`src/wdc_pkg.sv`:
```
// Shared constants and carriers of the watchdog control block.
package wdc_pkg;

	// Register byte addresses.
	localparam logic [31:0] OFS_LOAD = 32'h40002580;
	localparam logic [31:0] OFS_COUNT = 32'h40002584;
	localparam logic [31:0] OFS_CTRL = 32'h40002588;
	localparam logic [31:0] OFS_KICK = 32'h4000258c;
	localparam logic [31:0] OFS_FLAGS = 32'h40002598;

	// Reset values and the kick key.
	localparam logic [15:0] CTRL_RST = 16'h00e9;
	localparam logic [15:0] LOAD_RST = 16'h1000;
	localparam logic [15:0] FLAGS_RSV = 16'h0020;
	localparam logic [15:0] KICK_KEY = 16'hcccc;

	// Bit positions in the flags register.
	localparam int unsigned FLG_LOCK = 4;
	localparam int unsigned FLG_CTRL = 3;
	localparam int unsigned FLG_LOAD = 2;
	localparam int unsigned FLG_KICK = 1;
	localparam int unsigned FLG_PEND = 0;

	// Prescaler width and terminal counts per divide setting.
	localparam int unsigned PRE_W = 12;
	localparam logic [11:0] PRE_TOP_1 = 12'h000;
	localparam logic [11:0] PRE_TOP_16 = 12'h00f;
	localparam logic [11:0] PRE_TOP_256 = 12'h0ff;
	localparam logic [11:0] PRE_TOP_4096 = 12'hfff;

	// Pin indices of the synchronised inputs.
	localparam int unsigned PIN_OSC = 0;
	localparam int unsigned PIN_HIB = 1;
	localparam int unsigned PIN_SHUT = 2;
	localparam int unsigned PIN_ACT = 3;
	localparam int unsigned PIN_N = 4;

	// Control register layout.
	typedef struct packed {
		logic [8:0] rsv_hi;
		logic periodic;
		logic enable;
		logic rsv4;
		logic [1:0] pre;
		logic irq_sel;
		logic hib_stop;
	} wdc_ctrl_t;

	// One register bus request.
	typedef struct packed {
		logic [31:0] addr;
		logic [15:0] wdata;
		logic wr;
		logic rd;
	} wdc_bus_req_t;

endpackage

```
`src/wdc_watchdog.sv`:
```
`timescale 1ns/10ps
`default_nettype none

module wdc_watchdog (
	// Clock and reset.
	input wire logic clock,
	input wire logic rst_n,
	// Register port.
	input wire wdc_pkg::wdc_bus_req_t bus_req,
	output logic [15:0] rdata,
	// Pins from the power manager and slow oscillator.
	input wire logic osc_in,
	input wire logic hibernate_in,
	input wire logic shutdown_in,
	input wire logic active_in,
	// Timeout actions.
	output logic wdog_reset_req,
	output logic wdog_irq
);

	// Reset release synchroniser.
	logic [1:0] rst_sync_r;
	// Internal reset, released cleanly.
	logic rst_ni;

	// Two-stage pin synchronisers and the oscillator edge memory.
	logic [3:0] pin_meta_r;
	logic [3:0] pin_sync_r;
	logic osc_prev_r;
	// Slow oscillator rising edge, the timer side step.
	logic tick;
	logic hib_s;
	logic shut_s;
	logic act_s;

	// Bus side registers.
	wdc_pkg::wdc_ctrl_t ctrl_r;
	logic [15:0] load_r;
	logic lock_r;
	logic ctrl_pend_r;
	logic load_pend_r;
	logic kick_pend_r;
	logic [15:0] rdata_r;

	// Timer side copies and state.
	wdc_pkg::wdc_ctrl_t ctrl_t_r;
	logic [15:0] load_t_r;
	logic [15:0] count_r;
	logic [11:0] presc_r;
	logic [11:0] presc_top;
	logic pend_r;
	logic irq_r;
	logic reset_req_r;

	// Decoded accesses.
	logic wr_ctrl;
	logic wr_load;
	logic wr_kick;
	logic kick_good;
	logic kick_bad;
	// Timer enable gate and timeout events.
	logic run;
	logic count_to;
	logic timeout_ev;
	logic irq_mode;

	// The reset is applied at once and released over two edges.
	always_ff @(posedge clock or negedge rst_n) begin
		if (!rst_n) begin
			rst_sync_r <= 2'b00;
		end else begin
			rst_sync_r <= {rst_sync_r[0], 1'b1};
		end
	end
	assign rst_ni = rst_sync_r[1];

	// Every pin passes two flops before any logic looks at it.
	always_ff @(posedge clock or negedge rst_ni) begin
		if (!rst_ni) begin
			pin_meta_r <= 4'h0;
			pin_sync_r <= 4'h0;
			osc_prev_r <= 1'b0;
		end else begin
			pin_meta_r <= {active_in, shutdown_in, hibernate_in, osc_in};
			pin_sync_r <= pin_meta_r;
			osc_prev_r <= pin_sync_r[wdc_pkg::PIN_OSC];
		end
	end

	// The counter advances only on slow oscillator edges.
	assign tick = pin_sync_r[wdc_pkg::PIN_OSC] & ~osc_prev_r;
	assign hib_s = pin_sync_r[wdc_pkg::PIN_HIB];
	assign shut_s = pin_sync_r[wdc_pkg::PIN_SHUT];
	assign act_s = pin_sync_r[wdc_pkg::PIN_ACT];

	// Configuration writes are dropped once locked.
	assign wr_ctrl = bus_req.wr && (bus_req.addr == wdc_pkg::OFS_CTRL) && !lock_r;
	assign wr_load = bus_req.wr && (bus_req.addr == wdc_pkg::OFS_LOAD) && !lock_r;
	assign wr_kick = bus_req.wr && (bus_req.addr == wdc_pkg::OFS_KICK);
	// Only the exact key counts as a service.
	assign kick_good = wr_kick && (bus_req.wdata == wdc_pkg::KICK_KEY);
	assign kick_bad = wr_kick && (bus_req.wdata != wdc_pkg::KICK_KEY);

	// Control register; bit 4 is stored as written by software.
	always_ff @(posedge clock or negedge rst_ni) begin
		if (!rst_ni) begin
			ctrl_r <= wdc_pkg::CTRL_RST;
		end else if (wr_ctrl) begin
			ctrl_r <= bus_req.wdata;
		end
	end

	// Load value register.
	always_ff @(posedge clock or negedge rst_ni) begin
		if (!rst_ni) begin
			load_r <= wdc_pkg::LOAD_RST;
		end else if (wr_load) begin
			load_r <= bus_req.wdata;
		end
	end

	// Lock sets on an enabling control write and only reset clears it.
	always_ff @(posedge clock or negedge rst_ni) begin
		if (!rst_ni) begin
			lock_r <= 1'b0;
		end else if (wr_ctrl && bus_req.wdata[5]) begin
			lock_r <= 1'b1;
		end
	end

	// Control pending: a new write wins over a clearing edge.
	always_ff @(posedge clock or negedge rst_ni) begin
		if (!rst_ni) begin
			ctrl_pend_r <= 1'b0;
		end else if (wr_ctrl) begin
			ctrl_pend_r <= 1'b1;
		end else if (tick) begin
			ctrl_pend_r <= 1'b0;
		end
	end

	// Load pending: same scheme as control.
	always_ff @(posedge clock or negedge rst_ni) begin
		if (!rst_ni) begin
			load_pend_r <= 1'b0;
		end else if (wr_load) begin
			load_pend_r <= 1'b1;
		end else if (tick) begin
			load_pend_r <= 1'b0;
		end
	end

	// Kick pending: cleared when the timer side performs the reload.
	always_ff @(posedge clock or negedge rst_ni) begin
		if (!rst_ni) begin
			kick_pend_r <= 1'b0;
		end else if (kick_good) begin
			kick_pend_r <= 1'b1;
		end else if (tick) begin
			kick_pend_r <= 1'b0;
		end
	end

	// Timer side takes the bus side values on each slow edge.
	always_ff @(posedge clock or negedge rst_ni) begin
		if (!rst_ni) begin
			ctrl_t_r <= wdc_pkg::CTRL_RST;
			load_t_r <= wdc_pkg::LOAD_RST;
		end else if (tick) begin
			ctrl_t_r <= ctrl_r;
			load_t_r <= load_r;
		end
	end

	// Prescaler terminal count for the selected divide.
	always_comb begin
		case (ctrl_t_r.pre)
			2'h0: presc_top = wdc_pkg::PRE_TOP_1;
			2'h1: presc_top = wdc_pkg::PRE_TOP_16;
			2'h2: presc_top = wdc_pkg::PRE_TOP_256;
			default: presc_top = wdc_pkg::PRE_TOP_4096;
		endcase
	end

	// Counting stops in shutdown, and in hibernate if asked.
	assign run = ctrl_t_r.enable && !(hib_s && ctrl_t_r.hib_stop) && !shut_s;
	// The counter expires at its last step.
	assign count_to = tick && run && !kick_pend_r && (presc_r >= presc_top) && (count_r <= 16'h0001);
	assign timeout_ev = count_to || kick_bad;
	// Interrupt timeout needs both the select bit and active mode.
	assign irq_mode = ctrl_t_r.irq_sel && act_s;

	// Prescaler and down counter.
	always_ff @(posedge clock or negedge rst_ni) begin
		if (!rst_ni) begin
			count_r <= wdc_pkg::LOAD_RST;
			presc_r <= 12'h000;
		end else if (tick) begin
			if (!ctrl_t_r.enable) begin
				// Disabled: the count is held at the load value.
				count_r <= load_t_r;
				presc_r <= 12'h000;
			end else if (kick_pend_r) begin
				// Service: start a fresh period.
				count_r <= load_t_r;
				presc_r <= 12'h000;
			end else if (run) begin
				// At or above the top, so a smaller divide never has to wrap first.
				if (presc_r >= presc_top) begin
					presc_r <= 12'h000;
					if (count_r <= 16'h0001) begin
						// Expiry: reloads and runs again, whatever the periodic bit holds.
						count_r <= load_t_r;
					end else begin
						count_r <= count_r - 16'h0001;
					end
				end else begin
					presc_r <= presc_r + 12'h001;
				end
			end
		end
	end

	// Timeout pending flag; a new timeout wins over a clearing kick.
	always_ff @(posedge clock or negedge rst_ni) begin
		if (!rst_ni) begin
			pend_r <= 1'b0;
		end else if (timeout_ev) begin
			pend_r <= 1'b1;
		end else if (tick && kick_pend_r) begin
			pend_r <= 1'b0;
		end
	end

	// Interrupt output level, only for interrupt mode timeouts.
	always_ff @(posedge clock or negedge rst_ni) begin
		if (!rst_ni) begin
			irq_r <= 1'b0;
		end else if (timeout_ev && irq_mode) begin
			irq_r <= 1'b1;
		end else if (tick && kick_pend_r) begin
			irq_r <= 1'b0;
		end
	end

	// Device reset request, one cycle per timeout in reset mode.
	always_ff @(posedge clock or negedge rst_ni) begin
		if (!rst_ni) begin
			reset_req_r <= 1'b0;
		end else begin
			reset_req_r <= timeout_ev && !irq_mode;
		end
	end

	// Read data stand only in the cycle after the read strobe.
	always_ff @(posedge clock or negedge rst_ni) begin
		if (!rst_ni) begin
			rdata_r <= 16'h0000;
		end else if (bus_req.rd) begin
			case (bus_req.addr)
				wdc_pkg::OFS_LOAD: rdata_r <= load_r;
				wdc_pkg::OFS_COUNT: rdata_r <= count_r;
				wdc_pkg::OFS_CTRL: rdata_r <= ctrl_r;
				// Status is built from live flags over the reserved pattern.
				wdc_pkg::OFS_FLAGS: rdata_r <= wdc_pkg::FLAGS_RSV | {11'h000, lock_r, ctrl_pend_r,
					load_pend_r, kick_pend_r, pend_r};
				// Write-only and unmapped addresses read zero.
				default: rdata_r <= 16'h0000;
			endcase
		end else begin
			rdata_r <= 16'h0000;
		end
	end

	assign rdata = rdata_r;
	assign wdog_reset_req = reset_req_r;
	assign wdog_irq = irq_r;
endmodule

`default_nettype wire

```
`config.mk`:
```
export PLATFORM = sky130hd
export DESIGN_NAME = wdc_watchdog
export DESIGN_NICKNAME = d
export VERILOG_FILES = /design/src/wdc_pkg.sv /design/src/wdc_watchdog.sv
export SDC_FILE = /design/constraint.sdc
export NUM_CORES = 1
export LEC_CHECK = 0
export BUFFER_PORTS_ARGS = -buffer_cell sky130_fd_sc_hd__buf_4
export CORE_MARGIN = 1.5
export CORE_UTILIZATION = 30
export CTS_BUF_LIST = sky130_fd_sc_hd__clkbuf_4 sky130_fd_sc_hd__clkbuf_8
export CTS_CLUSTER_DIAMETER = 200
export CTS_CLUSTER_SIZE = 16
export DETAILED_ROUTE_END_ITERATION = 12
export PLACE_DENSITY_LB_ADDON = 0.15
export SLEW_MARGIN = 10
export SYNTH_ARGS = -nofsm -noshare
export SYNTH_HDL_FRONTEND = slang
export SYNTH_SLANG_ARGS = --single-unit
```
`constraint.sdc`:
```
create_clock -name clock -period 6.57 [get_ports clock]
set_clock_uncertainty 0.1 [all_clocks]
set_input_delay 1.971 -clock clock [delete_from_list [all_inputs] [get_ports clock]]
set_output_delay 1.971 -clock clock [all_outputs]
set_load 0.05 [all_outputs]
```
Word-level counts from Yosys, hierarchy flattened
Cells that the tools add are included.
{"block": "word_totals", "wordCells": 96, "output_inout_bits": 18, "in_bits": 56, "register_bits": 115}
{"block": "classes", "eq_ne": 11, "addsub": 2, "mux": 19, "n_reduce_logical": 33, "bitwise": 2, "magnitude_cmp": 2}
{"cell": "$eq 32x31->1 const B", "n": 5}
{"cell": "$mux 16", "n": 6}
{"cell": "$pmux 16 s4", "n": 1}
{"cell": "$mux 12", "n": 4}
{"cell": "$pmux 12 s3", "n": 1}
{"cell": "$logic_and 1x1->1", "n": 19}
{"cell": "$eq 16x16->1 const B", "n": 1}
{"cell": "$le 16x1->1 const B", "n": 1}
{"cell": "$ne 16x16->1 const B", "n": 1}
{"cell": "$sub 16x1->16 const B", "n": 1}
{"cell": "$add 12x1->12 const B", "n": 1}
{"cell": "$ge 12x12->1", "n": 1}
{"cell": "$reduce_bool 2->1", "n": 5}
{"cell": "$mux 1", "n": 7}
{"cell": "$ne 3x2->1 const B", "n": 2}
{"cell": "$logic_not 1->1", "n": 5}
{"cell": "$reduce_and 3->1", "n": 1}
{"cell": "$eq 2x1->1 const B", "n": 1}
{"cell": "$eq 2x2->1 const B", "n": 1}
{"cell": "$logic_not 2->1", "n": 1}
{"cell": "$reduce_and 2->1", "n": 1}
{"cell": "$and 1x1->1", "n": 1}
{"cell": "$logic_or 1x1->1", "n": 1}
{"cell": "$not 1->1", "n": 1}

Depth between registers and ports, before layout
{"block": "logic_depth", "depth_word": 11, "mapped_depth": 10, "depth_no_buf": 9}

Worst setup path before layout
Ideal clock, no wire load.
{"block": "synth_timing", "path_kind": "input port to flip-flop", "from": "input bus_req[45] in the netlist's numbering", "to": "register ctrl_r[15] in the netlist's numbering", "path_buffers": 1, "setup_time_ns": 0.125, "cell_stages": 6, "setup_slack_ns": 2.957, "arrival_time_ns": 3.388, "cell_sequence": "nor4b_1 -> nand4_1 -> nor2_4 -> nand4_2 -> buf_2 -> mux2_2"}
{"block": "synth_between", "elab_chain_cells": 3}
{"element": "from (decl)", "line": "wdc_watchdog.sv:9", "source": "input wire wdc_pkg::wdc_bus_req_t bus_req,"}
{"element": "$eq 32x31->1", "line": "wdc_watchdog.sv:97", "source": "assign wr_ctrl = bus_req.wr && (bus_req.addr == wdc_pkg::OFS_CTRL) && !lock_r;"}
{"element": "$logic_and 1x1->1 (2 in series)", "line": "wdc_watchdog.sv:97"}
{"element": "to (signal assigned)", "line": "wdc_watchdog.sv:107", "source": "ctrl_r <= wdc_pkg::CTRL_RST;"}
{"element": "to (signal assigned)", "line": "wdc_watchdog.sv:109", "source": "ctrl_r <= bus_req.wdata;"}
{"element": "to (decl)", "line": "wdc_watchdog.sv:37", "source": "wdc_pkg::wdc_ctrl_t ctrl_r;"}
No other way between the ends.
A chain may end at the register's enable or synchronous reset.

Worst setup path in the final report
{"block": "layout_timing", "from": "input bus_req[23] in the netlist's numbering", "to": "register ctrl_r[4] in the netlist's numbering"}
The elaborated chain is that of the path after synthesis.

==> run summary <==
The flow ran to the end, and the final reports show no timing, DRC or antenna violations. The tools report the utilization after layout as 36.9%. The number of nets in the layout was 672; the number of post-CTS setup repair buffers was 0.

The longest clock path from root to sink contains 2 buffers. The final hold slack was 200 ps; the number of clock sinks was 115. Counting the fill cells in the layout gives 1,889. After clock tree synthesis, the clock-pin slew on the worst setup and hold paths is 80 ps. Using the TritonRoute via totals, the vias-per-cell ratio works out to 4.99. The power after layout was 1.44 mW; the number of endpoints failing setup at the final stage was 0.

The number of antenna violations at the first check in global routing was 0; the count of hold buffers inserted by post-cts repair was 0. The number of antenna-violating nets in the routed design is 0, and the number of levels the H-tree was split into is 4. The tools report the kind of end point of the critical path as a flop. The routability congestion estimate from global placement is 0.732, and the final period demand of the worst path is 3730 ps.

Synthesis produced a netlist with a net count of 598. After layout, the worst path uses 56.7% of the clock period. The library cells used most frequently in the layout, excluding fill and tap cells, are 103 x sky130_fd_sc_hd__nand2_1, 103 x sky130_fd_sc_hd__dfrtp_1, 79 x sky130_fd_sc_hd__buf_4, 42 x sky130_fd_sc_hd__nor2_1, 40 x sky130_fd_sc_hd__mux2_2.

Adding up every negative setup slack in the final design gives 0 ps. The category of the most critical setup path is in -> reg. Global routing used 15.4% of the available tracks across all layers. In this run, post-CTS repair resized a total of 0 instances. Headroom to the max-slew limit came out at 32.6%. Setup repair after global routing left no endpoint under its margin. The logs give 0 for the number of warning messages in the yosys log and 74 for the number of top-level pins.

The area added between synthesis and finish works out to 20.0%. The vias after detailed routing came out at 4,225. The pre-antenna-repair detailed-routing pass consisted of 4 iterations. The number of antenna repair diodes was 0; the gate count of the mapped netlist was 531. At the worst endpoint, the required time is 6790 ps. The x dimension of the die is 139 um, and the arrival time of the worst setup path is 3950 ps.

Power spread over the standard cell area amounts to 217 nW/um^2. The run gives 49 as the cell row count. Sequential cell area fraction in the yosys report: 52.2%. In this run the worst path has a maximum fanout of 19. The worst setup path is launched from an input pin. The total count of max-transition violations in the final report is 0.

Entering global routing, the biggest net connects 78 pins. The share of flip-flops with an asynchronous set or reset is 100%, and the transition time at the pin with the least slew margin is 1010 ps. Global routing finished with a remaining overflow of 0.

The floorplan step defined a die boundary enclosing 19,300 sq um. The fraction of layout instances using a drive strength above 1 came out at 30.1%. The floorplan step defined a core boundary enclosing 18,000 sq um. The number of clock buffers added by TritonCTS is 17.

Derived from the worst setup path, the maximum achievable clock frequency is 268 MHz. In this run the vertical extent of the chip is 139 um. TritonCTS built the clock tree. The sum of net half-perimeters after detailed placement was 9920 um; the flip-flop and latch count after synthesis was 115. The final layout contains routed wiring with a total length of 14,000 um. Dividing the detail-routed wire length by the instance count gives 16.6 um. In this run, synthesis inferred 0 flip-flops with an integrated enable.

After the first detailed-routing iteration, the DRC count stood at 114. The clock latency reported for the late side of the worst-skew pair was 440 ps; the post-synthesis cell type count was 57. The tree is rooted in a sky130_fd_sc_hd__clkbuf_8.

VDD sags by at most 0.119 mV. The run gives 4,383 as the via count of the first global-routing pass. The flip-flop cell with the highest count after synthesis was sky130_fd_sc_hd__dfrtp_1.

The starting utilization of the core area was 30.8%; the final number of hold-violating endpoints was 0. The tools report the global-route wire length before repair as 23,500 um. Averaged over all synthesized cells, the footprint is 10.4 sq um.

In this run the worst hold path is classified as reg -> async. Summed over all cells, the static leakage comes to 3.03 nW. After detailed routing, the number of remaining DRC violations is 0.

The number of port buffers is 73. The run gives 5540 sq um as the post-synthesis cell area. The tool flagged a number of max-cap violations equal to 0.
[cells in the mapped netlist, types with 2 or more instances]
cell                       number  share of area (%)
sky130_fd_sc_hd__buf_6          5                1.0
sky130_fd_sc_hd__nor3_1         8               0.72
sky130_fd_sc_hd__nor2_1        42                2.8
sky130_fd_sc_hd__inv_1          8               0.54
sky130_fd_sc_hd__nand4_1        8               0.90
sky130_fd_sc_hd__nor4bb_1       3               0.54
sky130_fd_sc_hd__nor4_2         2               0.45
sky130_fd_sc_hd__a22oi_1       12                1.6
sky130_fd_sc_hd__a21oi_1       20                1.8
sky130_fd_sc_hd__dfrtp_1      104                 47
sky130_fd_sc_hd__ha_1          11                2.5
sky130_fd_sc_hd__o21ai_0       28                2.5
sky130_fd_sc_hd__nand2_1      103                7.0
sky130_fd_sc_hd__mux2i_1       11                2.0
sky130_fd_sc_hd__nor4b_1        4               0.63
sky130_fd_sc_hd__a21oi_2        5               0.79
sky130_fd_sc_hd__or3_1          5               0.56
sky130_fd_sc_hd__nand2b_1       7               0.79
sky130_fd_sc_hd__mux2_2        40                8.1
sky130_fd_sc_hd__o22a_1         6               0.95
sky130_fd_sc_hd__nand3_1       11               0.99
sky130_fd_sc_hd__and2_0         2               0.23
sky130_fd_sc_hd__buf_2          6               0.54
sky130_fd_sc_hd__nor3b_1        4               0.54
sky130_fd_sc_hd__a31o_2         5               0.79
sky130_fd_sc_hd__a22o_1         3               0.47
sky130_fd_sc_hd__nor4_1         8               0.90
sky130_fd_sc_hd__nand4_2        2               0.45
sky130_fd_sc_hd__dfstp_2       11                5.2
sky130_fd_sc_hd__xor2_1         5               0.79
sky130_fd_sc_hd__clkbuf_1      12               0.81
sky130_fd_sc_hd__o21a_1         2               0.27
sky130_fd_sc_hd__and3_1         2               0.23
sky130_fd_sc_hd__o31ai_1        2               0.27
sky130_fd_sc_hd__a31oi_1        2               0.23
[cell families after synthesis]
group / Yosys count / synth area share [%]
mux: 51 / 10.1
buf+inv: 32 / 2.98
fa+ha+maj: 11 / 2.48
xor+xnor: 5 / 0.790
other cells: 1 / 0.0676
flops: 115 / 52.2
compound gates: 94 / 11.4
simple gates: 222 / 20.0
[final cells by class]
class                           instances  area (sq um)  share of cell area [%]
Sequential cell                       115          2900                    43.5
Multi-Input combinational cell        384          2490                    37.5
Clock buffer                           18           241                    3.63
Tap cell                              229           287                    4.31
Clock inverter                         14           111                    1.67
Timing Repair Buffer                   79           593                    8.92
Inverter                                8          30.0                   0.451
[sequential cells by signal, indices dropped and copies added, names as in the netlist]
| register | cells |
|---|---|
| pend_r | 1 |
| load_pend_r | 1 |
| ctrl_r | 16 |
| ctrl_pend_r | 1 |
| wdog_reset_req | 1 |
| lock_r | 1 |
| load_t_r | 16 |
| count_r | 16 |
| kick_pend_r | 1 |
| ctrl_t_r | 5 |
| presc_r | 12 |
| rst_sync_r | 2 |
| pin_meta_r | 4 |
| load_r | 16 |
| wdog_irq | 1 |
| osc_prev_r | 1 |
| rdata | 16 |
| pin_sync_r | 4 |
[critical path: stages]
cell and delay, ps:
sky130_fd_sc_hd__buf_4 110, sky130_fd_sc_hd__nor3b_1 460, sky130_fd_sc_hd__and2_0 330, sky130_fd_sc_hd__nand4_2 570
sky130_fd_sc_hd__mux2_2 490
[worst paths after layout]
kind | endpoint | from | cells past startpoint | slack (ps)
max | ctrl_r[4] | bus_req[23] | 5 | 2840
min | pin_meta_r[3] | rst_sync_r[1] | 0 | 200
max reg2reg | count_r[3] | ctrl_t_r[3] | 10 | 3590
min reg2reg | pin_meta_r[3] | rst_sync_r[1] | 0 | 200
max in group asynchronous | load_r[10] | rst_sync_r[1] | 1 | 4780
min in group clock | pin_sync_r[0] | pin_meta_r[0] | 0 | 250
[stage by stage]
step / instance area, sq um / instances / setup WS, ps
final: 6650 / 847 / 2840
after global routing: 6650 / 847 / 2650
after CTS: 6650 / 847 / 2830
after detailed placement: 6300 / 815 / 2360
after global placement: 6300 / 815 / 2440
after floorplan: 5540 / 531 / 2960
[metal layers]
| layer | global-route usage, % | vias to the layer above | routed length, um |
|---|---|---|---|
| met4 | 4.50 | 0 | 136 |
| met5 | 0 | - | 0 |
| met3 | 3.80 | 11 | 641 |
| met1 | 21.5 | 2084 | 6850 |
| li1 | - | 2038 | - |
| met2 | 23.8 | 92 | 6400 |
[report_power, final]
| part | leakage, nW | internal (mW) | switching [mW] | total, mW |
|---|---|---|---|---|
| registers | 1.51 | 0.723 | 0.0272 | 0.750 |
| clock network | 0.173 | 0.267 | 0.313 | 0.580 |
| logic | 1.35 | 0.0483 | 0.0619 | 0.110 |
| total | 3.03 | 1.04 | 0.402 | 1.44 |
(Power assumes the default switching activity.)
